### src/ssq_pkg.sv
package ssq_pkg;

	// ============================================================
	// Stop and run modes of the sequencer.
	typedef enum logic [2:0]
	{
		SSQ_IDLE,
		SSQ_COAST,
		SSQ_DB_STOP,
		SSQ_LOCK,
		SSQ_DECEL,
		SSQ_RUN_FWD,
		SSQ_RUN_REV
	} ssq_mode_t;

	// ============================================================
	// Setting encodings and reset values.
	localparam logic [3:0] SSQ_MODE_SPEED     = 4'h2;
	localparam logic [3:0] SSQ_CABLE_DEFAULT  = 4'h0;
	localparam logic [3:0] SSQ_ACCESS_DEFAULT = 4'h0;
	localparam logic [3:0] SSQ_ACCESS_IO      = 4'h1;
	localparam logic [7:0] SSQ_ALM_NONE       = 8'h00;
	localparam logic [7:0] SSQ_ALM_ESTOP      = 8'he6;
	localparam logic [7:0] SSQ_ALM_ENCODER    = 8'h16;
	localparam logic [15:0] SSQ_DECEL_ZERO    = 16'h0000;
	localparam logic [15:0] SSQ_DECEL_RESET   = 16'h0000;
	localparam logic [15:0] SSQ_IO_RESET      = 16'h0000;

endpackage

### src/ssq_sequencer.sv
module ssq_sequencer
(
	input  wire logic        clk,
	input  wire logic        arst_n,
	input  wire logic        servo_enable_in,
	input  wire logic        fwd_run_request,
	input  wire logic        rev_run_request,
	input  wire logic        estop_in,
	input  wire logic        fwd_travel_limit,
	input  wire logic        rev_travel_limit,
	input  wire logic        analog_speed_ref,
	input  wire logic [3:0]  control_mode_select,
	input  wire logic [3:0]  encoder_cable_setting,
	input  wire logic [3:0]  attached_cable_code,
	input  wire logic [3:0]  param_access_setting,
	input  wire logic [15:0] decel_time_setting,
	input  wire logic        io_param_wr,
	input  wire logic [15:0] io_param_wdata,
	input  wire logic        alarm_clear,
	output logic             gate_enable,
	output logic             dyn_brake,
	output logic             pos_lock,
	output logic             run_fwd,
	output logic             run_rev,
	output logic             decel_active,
	output logic [15:0]      decel_time,
	output logic             ready,
	output logic             speed_mode,
	output logic [7:0]       alarm_code,
	output logic             estop_alarm,
	output logic             encoder_powerup_fault,
	output logic [15:0]      io_param,
	output logic             io_wr_rejected,
	output ssq_pkg::ssq_mode_t mode
);

	// ============================================================
	// Decode.
	logic             alarm_r;
	logic             powerup_done_r;
	logic             fwd_block_r;
	logic             rev_block_r;
	logic             servo_on;
	logic             one_req;
	logic             req_fwd_ok;
	logic             req_rev_ok;
	logic             enc_bad;
	logic             io_ok;
	ssq_pkg::ssq_mode_t mode_nxt;

	assign servo_on   = servo_enable_in && estop_in && !alarm_r && speed_mode;
	assign one_req    = fwd_run_request ^ rev_run_request;
	// A limit input low blocks only its own direction, so backing out stays legal.
	assign req_fwd_ok = fwd_run_request && fwd_travel_limit;
	assign req_rev_ok = rev_run_request && rev_travel_limit;
	assign enc_bad    = encoder_cable_setting != attached_cable_code;
	assign io_ok      = param_access_setting == ssq_pkg::SSQ_ACCESS_IO;

	// The first branch that matches wins, which sets the stop priority.
	always_comb
	begin
		if (!estop_in || alarm_r)
			mode_nxt = ssq_pkg::SSQ_DB_STOP;
		else if (!servo_enable_in || !speed_mode)
			mode_nxt = ssq_pkg::SSQ_COAST;
		else if ((fwd_run_request && !fwd_travel_limit) || (rev_run_request && !rev_travel_limit))
			mode_nxt = ssq_pkg::SSQ_LOCK;
		else if (!one_req || !analog_speed_ref)
			mode_nxt = ssq_pkg::SSQ_DECEL;
		else if (servo_on && req_fwd_ok)
			mode_nxt = ssq_pkg::SSQ_RUN_FWD;
		else if (servo_on && req_rev_ok)
			mode_nxt = ssq_pkg::SSQ_RUN_REV;
		else
			mode_nxt = ssq_pkg::SSQ_DECEL;
	end

	// ============================================================
	// Alarms.
	always_ff @(posedge clk or negedge arst_n)
	begin
		if (!arst_n)
		begin
			alarm_r               <= 1'b0;
			alarm_code            <= ssq_pkg::SSQ_ALM_NONE;
			estop_alarm           <= 1'b0;
			encoder_powerup_fault <= 1'b0;
			powerup_done_r        <= 1'b0;
		end
		else
		begin
			powerup_done_r <= 1'b1;
			// The cable check runs once, on the first edge after reset release.
			if (!powerup_done_r && enc_bad)
			begin
				alarm_r               <= 1'b1;
				encoder_powerup_fault <= 1'b1;
				alarm_code            <= ssq_pkg::SSQ_ALM_ENCODER;
			end
			else if (!estop_in)
			begin
				alarm_r     <= 1'b1;
				estop_alarm <= 1'b1;
				alarm_code  <= ssq_pkg::SSQ_ALM_ESTOP;
			end
			else if (alarm_clear)
			begin
				alarm_r               <= 1'b0;
				estop_alarm           <= 1'b0;
				encoder_powerup_fault <= 1'b0;
				alarm_code            <= ssq_pkg::SSQ_ALM_NONE;
			end
		end
	end

	// ============================================================
	// Settings.
	always_ff @(posedge clk or negedge arst_n)
	begin
		if (!arst_n)
		begin
			speed_mode     <= 1'b0;
			io_param       <= ssq_pkg::SSQ_IO_RESET;
			io_wr_rejected <= 1'b0;
		end
		else
		begin
			speed_mode     <= control_mode_select == ssq_pkg::SSQ_MODE_SPEED;
			io_wr_rejected <= io_param_wr && !io_ok;
			if (io_param_wr && io_ok)
				io_param <= io_param_wdata;
		end
	end

	// ============================================================
	// Stop and run outputs.
	always_ff @(posedge clk or negedge arst_n)
	begin
		if (!arst_n)
		begin
			mode         <= ssq_pkg::SSQ_IDLE;
			gate_enable  <= 1'b0;
			dyn_brake    <= 1'b0;
			pos_lock     <= 1'b0;
			run_fwd      <= 1'b0;
			run_rev      <= 1'b0;
			decel_active <= 1'b0;
			decel_time   <= ssq_pkg::SSQ_DECEL_RESET;
			ready        <= 1'b0;
		end
		else
		begin
			mode         <= mode_nxt;
			ready        <= servo_on;
			gate_enable  <= mode_nxt inside {ssq_pkg::SSQ_LOCK, ssq_pkg::SSQ_DECEL,
				ssq_pkg::SSQ_RUN_FWD, ssq_pkg::SSQ_RUN_REV};
			dyn_brake    <= mode_nxt == ssq_pkg::SSQ_DB_STOP;
			pos_lock     <= mode_nxt == ssq_pkg::SSQ_LOCK;
			run_fwd      <= mode_nxt == ssq_pkg::SSQ_RUN_FWD;
			run_rev      <= mode_nxt == ssq_pkg::SSQ_RUN_REV;
			decel_active <= mode_nxt inside {ssq_pkg::SSQ_LOCK, ssq_pkg::SSQ_DECEL,
				ssq_pkg::SSQ_DB_STOP};
			decel_time   <= (mode_nxt == ssq_pkg::SSQ_DECEL) ? decel_time_setting
				: ssq_pkg::SSQ_DECEL_ZERO;
		end
	end

	// ============================================================
	// Checks.
	property p_coast;
		@(posedge clk) disable iff (!arst_n)
		(estop_in && !alarm_r && !servo_enable_in) |=> (!gate_enable && !dyn_brake);
	endproperty
	a_coast: assert property (p_coast) else $error("coast stop drove gate or brake");

	property p_alarm_brake;
		@(posedge clk) disable iff (!arst_n)
		alarm_r |=> (dyn_brake && !gate_enable);
	endproperty
	a_alarm_brake: assert property (p_alarm_brake) else $error("alarm without brake");

	property p_estop;
		@(posedge clk) disable iff (!arst_n)
		(!estop_in && powerup_done_r) |=> (dyn_brake && estop_alarm && alarm_code == ssq_pkg::SSQ_ALM_ESTOP);
	endproperty
	a_estop: assert property (p_estop) else $error("estop did not brake and alarm");

	property p_limit_lock;
		@(posedge clk) disable iff (!arst_n)
		(estop_in && !alarm_r && servo_enable_in && speed_mode && fwd_run_request && !fwd_travel_limit)
		|=> (pos_lock && gate_enable && decel_time == ssq_pkg::SSQ_DECEL_ZERO);
	endproperty
	a_limit_lock: assert property (p_limit_lock) else $error("limit did not lock");

	property p_back_out;
		@(posedge clk) disable iff (!arst_n)
		(servo_on && analog_speed_ref && rev_run_request && !fwd_run_request && !fwd_travel_limit
			&& rev_travel_limit) |=> run_rev;
	endproperty
	a_back_out: assert property (p_back_out) else $error("reverse refused at forward limit");

	property p_both_decel;
		@(posedge clk) disable iff (!arst_n)
		(servo_on && fwd_travel_limit && rev_travel_limit && !one_req)
		|=> (mode == ssq_pkg::SSQ_DECEL && !run_fwd && !run_rev);
	endproperty
	a_both_decel: assert property (p_both_decel) else $error("no ramp on equal requests");

	property p_zero_db;
		@(posedge clk) disable iff (!arst_n)
		dyn_brake |-> decel_time == ssq_pkg::SSQ_DECEL_ZERO;
	endproperty
	a_zero_db: assert property (p_zero_db) else $error("abrupt stop with ramp");

	property p_ready;
		@(posedge clk) disable iff (!arst_n)
		ready |-> $past(estop_in) && $past(servo_enable_in);
	endproperty
	a_ready: assert property (p_ready) else $error("ready without estop and enable");

	property p_run;
		@(posedge clk) disable iff (!arst_n)
		(run_fwd || run_rev) |-> $past(servo_on) && $past(analog_speed_ref) && $past(one_req);
	endproperty
	a_run: assert property (p_run) else $error("run without all conditions");

	property p_enc;
		@(posedge clk) disable iff (!arst_n)
		(!powerup_done_r && enc_bad) |=> encoder_powerup_fault ##1 dyn_brake;
	endproperty
	a_enc: assert property (p_enc) else $error("cable mismatch missed");

	property p_mode;
		@(posedge clk) disable iff (!arst_n)
		!speed_mode |=> !run_fwd && !run_rev;
	endproperty
	a_mode: assert property (p_mode) else $error("ran outside speed mode");

	property p_io;
		@(posedge clk) disable iff (!arst_n)
		(io_param_wr && !io_ok) |=> (io_wr_rejected && $stable(io_param));
	endproperty
	a_io: assert property (p_io) else $error("io write not rejected");

endmodule

### config.mk
export PLATFORM = sky130hd
export DESIGN_NAME = ssq_sequencer
export DESIGN_NICKNAME = d
export VERILOG_FILES = /design/src/ssq_pkg.sv /design/src/ssq_sequencer.sv
export SDC_FILE = /design/constraint.sdc
export NUM_CORES = 1
export LEC_CHECK = 0
export BUFFER_PORTS_ARGS = -buffer_cell sky130_fd_sc_hd__buf_2
export CAP_MARGIN = 20
export CORE_MARGIN = 2
export CORE_UTILIZATION = 43
export CTS_BUF_LIST = sky130_fd_sc_hd__clkbuf_4 sky130_fd_sc_hd__clkbuf_8 sky130_fd_sc_hd__clkbuf_16
export CTS_CLUSTER_SIZE = 12
export DETAILED_ROUTE_END_ITERATION = 7
export HOLD_SLACK_MARGIN = 0.05
export PLACE_DENSITY = 0.79
export SLEW_MARGIN = 10
export SYNTH_ARGS = -nofsm -noshare
export SYNTH_HDL_FRONTEND = slang
export SYNTH_SLANG_ARGS = --single-unit
export TNS_END_PERCENT = 30
### constraint.sdc
create_clock -name clk -period 2.1 [get_ports clk]
set_clock_uncertainty 0.2 [all_clocks]
set_input_delay 0.21 -clock clk [delete_from_list [all_inputs] [get_ports clk]]
set_output_delay 0.21 -clock clk [all_outputs]
set_load 0.03 [all_outputs]
==> results of run 1 <==
==> critical path, delay by kind of cell <==
kind | cells | cell delay, ns
AOI/OAI and AO/OA | 1 | 0.20
buffers and inverters | 2 | 0.72
and+or+nand+nor | 3 | 0.79
==> registers in the layout, indices dropped and copies added (netlist names) <==
name,cells
encoder_powerup_fault,1
powerup_done_r,1
dyn_brake,1
run_fwd,1
mode,3
gate_enable,1
speed_mode,1
alarm_r,1
decel_time,16
estop_alarm,1
run_rev,1
decel_active,1
io_param,16
pos_lock,1
io_wr_rejected,1
ready,1
alarm_code,2
==> worst paths after layout <==
path	start	end	slack, ns	depth (start not counted)
hold reg to reg	encoder_powerup_fault	encoder_powerup_fault	0.31	1
setup / recovery	fwd_run_request	decel_time[2]	0.22	6
max in group asynchronous	arst_n	alarm_code[6]	0.77	3
min in group asynchronous	arst_n	gate_enable	0.26	2
setup reg to reg	powerup_done_r	alarm_code[6]	0.35	3
hold / removal	fwd_travel_limit	mode[0]	0.09	3
==> cells by family (layout without fill, tap and decap cells) <==
family                 Yosys count  in the layout  synth area share (%)
buffers and inverters           14            173                  4.63
multiplexers                    16             16                  11.2
XOR/XNOR                         4              4                  1.80
flip-flops                      50             50                  64.3
other                            2              3                 0.386
AO/OA/AOI/OAI                   14             14                  4.69
AND/OR/NAND/NOR                 36             36                  13.0
==> final cells by class <==
type | instances | area share (%)
clock buffer | 6 | 2.68
clock inverter | 2 | 0.406
inverter | 6 | 0.731
multi-input combinational | 73 | 19.8
sequential | 50 | 40.6
tap | 52 | 2.11
timing repair buffer | 159 | 33.6
==> synth_stat cells (all sizes together), types with 3 or more instances <==
cell type	count	area, um2
a21o	3	22.5
a21oi	3	15.0
and2	16	100
buf	8	67.6
dfrtp	50	1250
inv	6	22.5
mux2	16	218
nand2	4	17.5
nor2	4	15.0
o21ai	4	20.0
xnor2	4	35.0
==> layout by cell type, fill, tap and decap left out, types with 2 or more instances in the layout <==
cell type / instances
mux2_2: 6
a21oi_1: 3
o21ai_0: 4
dfrtp_1: 50
buf_4: 2
dlygate4sd3_1: 47
a21o_1: 3
a41oi_1: 2
nand2_1: 3
xnor2_1: 4
conb_1: 3
nor2b_1: 2
inv_1: 6
and2_1: 16
nand3b_1: 2
clkbuf_8: 6
mux2_4: 10
nor2_1: 4
buf_2: 110
==> routing by layer <==
layer	GRT usage, %	vias to the layer above	wire, um
met1	22.1	762	1760
met5	0	-	0
met4	11.1	0	129
met3	4.78	12	446
met2	38.1	92	2620
li1	-	757	-
==> metrics by stage <==
step           power, mW  hold slack [ns]  setup WS [ns]  std cells  util (%)
4_1_cts             2.26           0.0842          0.257        348      70.7
3_5_place_dp        1.62           0.0769          0.365        293      57.7
6_report            2.25           0.0904          0.217        348      70.7
2_1_floorplan       1.43           -0.286          0.593        137         -
5_1_grt             2.34           0.0950          0.116        348      70.7
3_3_place_gp        1.61           0.0682          0.398        293      57.7
==> power by group through the flow <==
stage / sequential, mW / combinational [mW] / clock [mW]
floorplan: 1.28 / 0.153 / 0
detailed placement: 1.11 / 0.505 / 0
finish: 1.09 / 0.576 / 0.578
CTS: 1.09 / 0.574 / 0.596
global placement: 1.11 / 0.497 / 0
global route: 1.11 / 0.611 / 0.629
==> key figures, run 1 <==
Route
  • Routed wire length: 4960 um
  • Drt first pass iters: 4
  • DR vias/cell: 4.66
  • WL/cell: 14.2 um
  • DR DRC count: 0
  • DR vias: 1623
  • Detail Route Antenna Nets: 0
  • DR iter-0 viols: 82

CTS
  • CTS clock-pin slew for the worst setup and hold paths: 0.10 ns
  • Clock Latency Late Sink: 0.31 ns
  • Maximum clock path buffer count: 2
  • TritonCTS clock tree: done
  • CTS Sinks: 50
  • CTS buffer count: 5
  • Cts repair resizes: 0
  • Post-CTS setup buffer count: 0
  • Count of hold-fix buffers inserted at cts: 47
  • CTS H-tree lvls: 2
  • Clock root buffer: clkbuf_8

Outcome
  • Status: completed

Power and ir drop
  • Seq pwr share: 48.7%
  • Lkg Pwr: 1.66 nW
  • Cell Pwr Density: 730 nW/um2
  • Pint: 1.57 mW
  • Maximum vdd drop: 0.363 mV
  • Switching share of power: 30.2%
  • Combinational share of power: 25.6%
  • Power share of the clock group: 25.7%
  • Sw power: 679 uW

Yosys
  • Ys Warns: 0
  • Fraction of registers with async set/reset: 100%
  • Post-synthesis cell type count: 28
  • Post-Syn Area per Cell: 14.3 um2
  • Prevailing post-synth register cell: dfrtp_1
  • Seq/Total Area, Yosys: 64.3%
  • Post-synth EDFFs: 0
  • Register bit total from synthesis: 50
  • Syn Inst Count: 136
  • Synthesized cell area: 1950 um2

GRT
  • First-pass GRT wire length: 8000 um
  • Grt ovf: 0
  • Largest net degree at the start of global routing: 31
  • Initial antenna violation count: 0
  • GRT Total Usage: 20.8%
  • Vias in the first global route: 1750

STA
  • Hold Fails Final Rpt: 0
  • Fin crit share: 89.6%
  • Max Clk Rate: 531 MHz
  • Min cycle time layout: 1.88 ns
  • Final setup viols: 0
  • Slew Limit Fails: 0
  • Slew of the pin with the lowest slew margin: 0.638 ns
  • RSZ-0062 raised after global routing: no
  • Slew margin rel.: 57.5%
  • Final setup TNS: 0 ns

Worst setup path
  • Crit-path max FO: 16
  • CP Cell Sequence: dlygate4sd3_1, buf_2, nor2b_1, a21o_1, nor3_4, and2_1
  • Critical path's slowest cell: dlygate4sd3_1
  • Worst EP arrival: 1.92 ns
  • Critical path type: in2reg
  • Slowest stage delay, CP: 0.56 ns
  • Crit path required time: 2.13 ns
  • CP Launch Type: input port
  • CP endpoint kind: flop

Finish
  • Inserted Diodes: 0
  • Post-route cell area: 3080 um2
  • NumNets Final: 354
  • Layout cells sized above 1: 48.0%
  • Sequential Area: 1250 um2
  • Area of the multi-input gates: 609 um2
  • Layout area overhead: 58.2%
  • Fill cells: 291

Floorplan
  • I/O pin cnt: 113
  • Rows: 24
  • Die Area: 5080 um2
  • Core Box Area: 4350 um2
  • Initial core utilization: 44.7%
  • Overall die height: 71.3 um
  • Die width: 71.3 um

Placement
  • Dpl cell area: 2510 um2
  • Post-DP HPWL: 3090 um
  • Placer's final routability congestion estimate: 0.851
  • Port bufs: 110

Hold path
  • HP Class: in2reg

Job
  • Max Cap Violations: 0
No activity file was read; power rests on OpenSTA's default activity.
==> inputs of run 2 (changes only) <==
--- a/config.mk
+++ b/config.mk
@@ -5,10 +5,11 @@
 export SDC_FILE = /design/constraint.sdc
 export NUM_CORES = 1
 export LEC_CHECK = 0
+export ABC_AREA = 1
 export BUFFER_PORTS_ARGS = -buffer_cell sky130_fd_sc_hd__buf_2
 export CAP_MARGIN = 20
 export CORE_MARGIN = 2
-export CORE_UTILIZATION = 43
+export CORE_UTILIZATION = 44
 export CTS_BUF_LIST = sky130_fd_sc_hd__clkbuf_4 sky130_fd_sc_hd__clkbuf_8 sky130_fd_sc_hd__clkbuf_16
 export CTS_CLUSTER_SIZE = 12
 export DETAILED_ROUTE_END_ITERATION = 7
==> run 2 against run 1 <==
  * Global-route usage decreased by 0.62 points
  * Synthesized cell count is 38% higher
  * Critical path type unchanged
  * Setup slack improved by 0.15 ns
  * Clock power up 12%
==> key figures, run 2 <==
Outcome
  • Status: completed

Route
  • DR vias/cell: 4.40 (-5.6%)
  • DR vias: 1730 (+6.6%)
  • DR iter-0 viols: 59 (-28%)
  • Drt first pass iters: 4 (unchanged)
  • WL/cell: 12.5 um (-12%)
  • DR DRC count: 0 (unchanged)
  • Routed wire length: 4900 um (-1.0%)
  • Detail Route Antenna Nets: 0 (unchanged)

CTS
  • Clock root buffer: clkbuf_8
  • CTS buffer count: 5 (unchanged)
  • CTS clock-pin slew for the worst setup and hold paths: 0.09 ns (about the same)
  • Maximum clock path buffer count: 2 (unchanged)
  • Clock Latency Late Sink: 0.29 ns (-0.02 ns)
  • CTS H-tree lvls: 2 (unchanged)
  • TritonCTS clock tree: done
  • CTS Sinks: 50 (unchanged)

Power and ir drop
  • Lkg Pwr: 1.84 nW (+11%)
  • Power Total: 2.30 mW (+2.3%)
  • Maximum vdd drop: 0.284 mV (-22%)
  • Cell Pwr Density: 738 nW/um2 (+1.1%)

GRT
  • Largest net degree at the start of global routing: 51 (+65%)
  • GRT Total Usage: 20.2% (-0.62 points)
  • Grt ovf: 0 (unchanged)
  • Initial antenna violation count: 0 (unchanged)
  • Vias in the first global route: 1738 (-0.69%)
  • First-pass GRT wire length: 7940 um (-0.70%)

Worst setup path
  • CP Launch Point: rev_travel_limit
  • Crit path required time: 2.07 ns (-0.06 ns)
  • FF-to-FF setup slack: 0.48 ns (+0.13 ns)
  • Reg-to-Reg Start: speed_mode
  • Critical path type: in2reg
  • Worst EP arrival: 1.71 ns (-0.21 ns)
  • Setup crit end: decel_time[6]
  • Crit-path max FO: 17 (+1)
  • CP Launch Type: input port
  • CP endpoint kind: flop
  • R2r worst-path depth: 7 (+4)
  • R2r endpoint: decel_time[6]

Yosys
  • Synth area leaders: dfrtp_1, mux2_2, inv_1
  • Post-synthesis cell type count: 20 (-29%)
  • Syn Inst Count: 188 (+38%)
  • Synthesized cell area: 2040 um2 (+4.7%)
  • Post-Syn Area per Cell: 10.8 um2 (-24%)
  • Register bit total from synthesis: 50 (unchanged)
  • Seq/Total Area, Yosys: 61.4% (-2.9 points)
  • Top-area cell type share of the netlist area: 61.4% (-2.9 points)
  • Top-count cell post-synth: dfrtp_1
  • Prevailing post-synth register cell: dfrtp_1
  • Post-synth EDFFs: 0 (unchanged)
  • Dominant cell type by area after synthesis: dfrtp_1
  • Fraction of registers with async set/reset: 100% (unchanged)
  • Top cells by count, synth: dfrtp_1, inv_1, nand2_1, mux2_2, nor2_1
  • Ys Warns: 0 (unchanged)

Placement
  • Port bufs: 110 (unchanged)
  • Post-DP HPWL: 3040 um (-1.4%)
  • Placer's final routability congestion estimate: 0.830 (-2.6%)
  • Placed Cells incl. Taps: 344 (+17%)

Finish
  • NumNets Final: 399 (+13%)
  • Layout area overhead: 52.8%
  • Layout cells sized above 1: 44.9% (-3.1 points)
  • Most frequent cells in the layout: buf_2, dfrtp_1, dlygate4sd3_1
  • Most common cell after layout, fill and taps aside: buf_2
  • Post-Layout Cell Count: 393 (+13%)
  • Top flop regs: decel_time x16, io_param x16, mode x3
  • Fill cells: 326 (+12%)
  • Inserted Diodes: 0 (unchanged)

STA
  • Final setup TNS: 0 ns (unchanged)
  • Max Clk Rate: 576 MHz (+8.4%)
  • Slew of the pin with the lowest slew margin: 0.600 ns (-0.0375 ns)
  • Final setup viols: 0 (unchanged)
  • Slew Limit Fails: 0 (unchanged)
  • Slew margin rel.: 60.0% (+2.5 points)
  • RSZ-0062 raised after global routing: no
  • Min cycle time layout: 1.74 ns (-0.145 ns)
  • Fin crit share: 82.7% (-6.9 points)
  • Hold Fails Final Rpt: 0 (unchanged)

Floorplan
  • I/O pin cnt: 113 (unchanged)
  • Die Area: 5190 um2 (+2.2%)
  • Rows: 24 (unchanged)
  • Initial core utilization: 46.2% (+1.5 points)
  • Overall die height: 72.1 um (+1.1%)
  • Die width: 72.1 um (+1.1%)
  • Core Box Area: 4410 um2 (+1.4%)

Hold path
  • HP Class: in2reg

Job
  • Max Cap Violations: 0 (unchanged)
[run 2: cell types whose count changed after synthesis, moves of 3 or more]
cell	previous run	this run
a21o_1	3	0
nand2_1	3	34
inv_1	6	37
nand3_1	0	3
o21ai_0	4	1
mux2_4	10	0
nor2_1	4	16
mux2_2	6	16
and2_1	16	0
xnor2_1	4	0
nor2_2	0	11
a21oi_1	3	0
[run 2: repair_timing]
item / 4_1_cts / 5_1_grt
hold buffers: 41 / 0
endpoints found under the hold margin: 93 / 0
resized for setup: 0 / 0
setup buffers: 0 / 0
[run 2: report_power, final]
| part | switching (mW) | internal [mW] |
|---|---|---|
| registers | 0.0457 | 1.05 |
| logic | 0.335 | 0.223 |
| clock network | 0.297 | 0.351 |
[run 2: per-layer routing]
metal	wire length, um	track usage, %
met5	0	0
met4	34	5.03
met3	418	6.11
met2	2600	36.7
met1	1850	23.2
[run 2: how the worst min path moves through the flow]
stage / from / endpoint / cells past startpoint
after floorplan: arst_n / alarm_code[4] / 0
after global placement: arst_n / io_wr_rejected / 2
after global routing: rev_run_request / run_rev / 5
after CTS: rev_run_request / run_rev / 5
after detailed placement: arst_n / io_wr_rejected / 2
final: rev_run_request / run_rev / 5
[run 2: cell families (layout without fill, tap and decap cells)]
family	Yosys count	after routing	share of synthesized area, %
flops	50	50	61.4
compound gates	2	2	0.614
other cells	2	3	0.368
buf+inv	45	197	10.3
mux	16	16	8.84
simple gates	73	73	18.5
[run 2: critical path, stage by stage]
cell and delay (ns):
dlygate4sd3_1 0.53, buf_2 0.13, inv_1 0.04, nand2_1 0.04
o21ai_0 0.14, inv_1 0.11, nor2_1 0.13, nor2_2 0.08
nand2_4 0.22, nor2_1 0.09
[run 2: cell type report]
cell class | instances | area [um2] | area share [%]
clock buffers | 5 | 68.8 | 2.21
multi-input cells | 94 | 582 | 18.7
clock inverters | 3 | 40.0 | 1.29
repair buffers | 152 | 968 | 31.1
well taps | 52 | 65.1 | 2.09
inverters | 37 | 139 | 4.46
flip-flops and latches | 50 | 1250 | 40.2
[run 2: stage by stage]
step / setup WS [ns] / area [um2] / hold WS (ns) / util [%]
6_report: 0.363 / 3110 / 0.0629 / 70.5
2_1_floorplan: 0.371 / 2040 / -0.286 / -
3_3_place_gp: 0.560 / 2590 / 0.140 / 58.8
3_5_place_dp: 0.479 / 2590 / 0.148 / 58.8
5_1_grt: 0.245 / 3110 / 0.0768 / 70.5
4_1_cts: 0.364 / 3110 / 0.0568 / 70.5
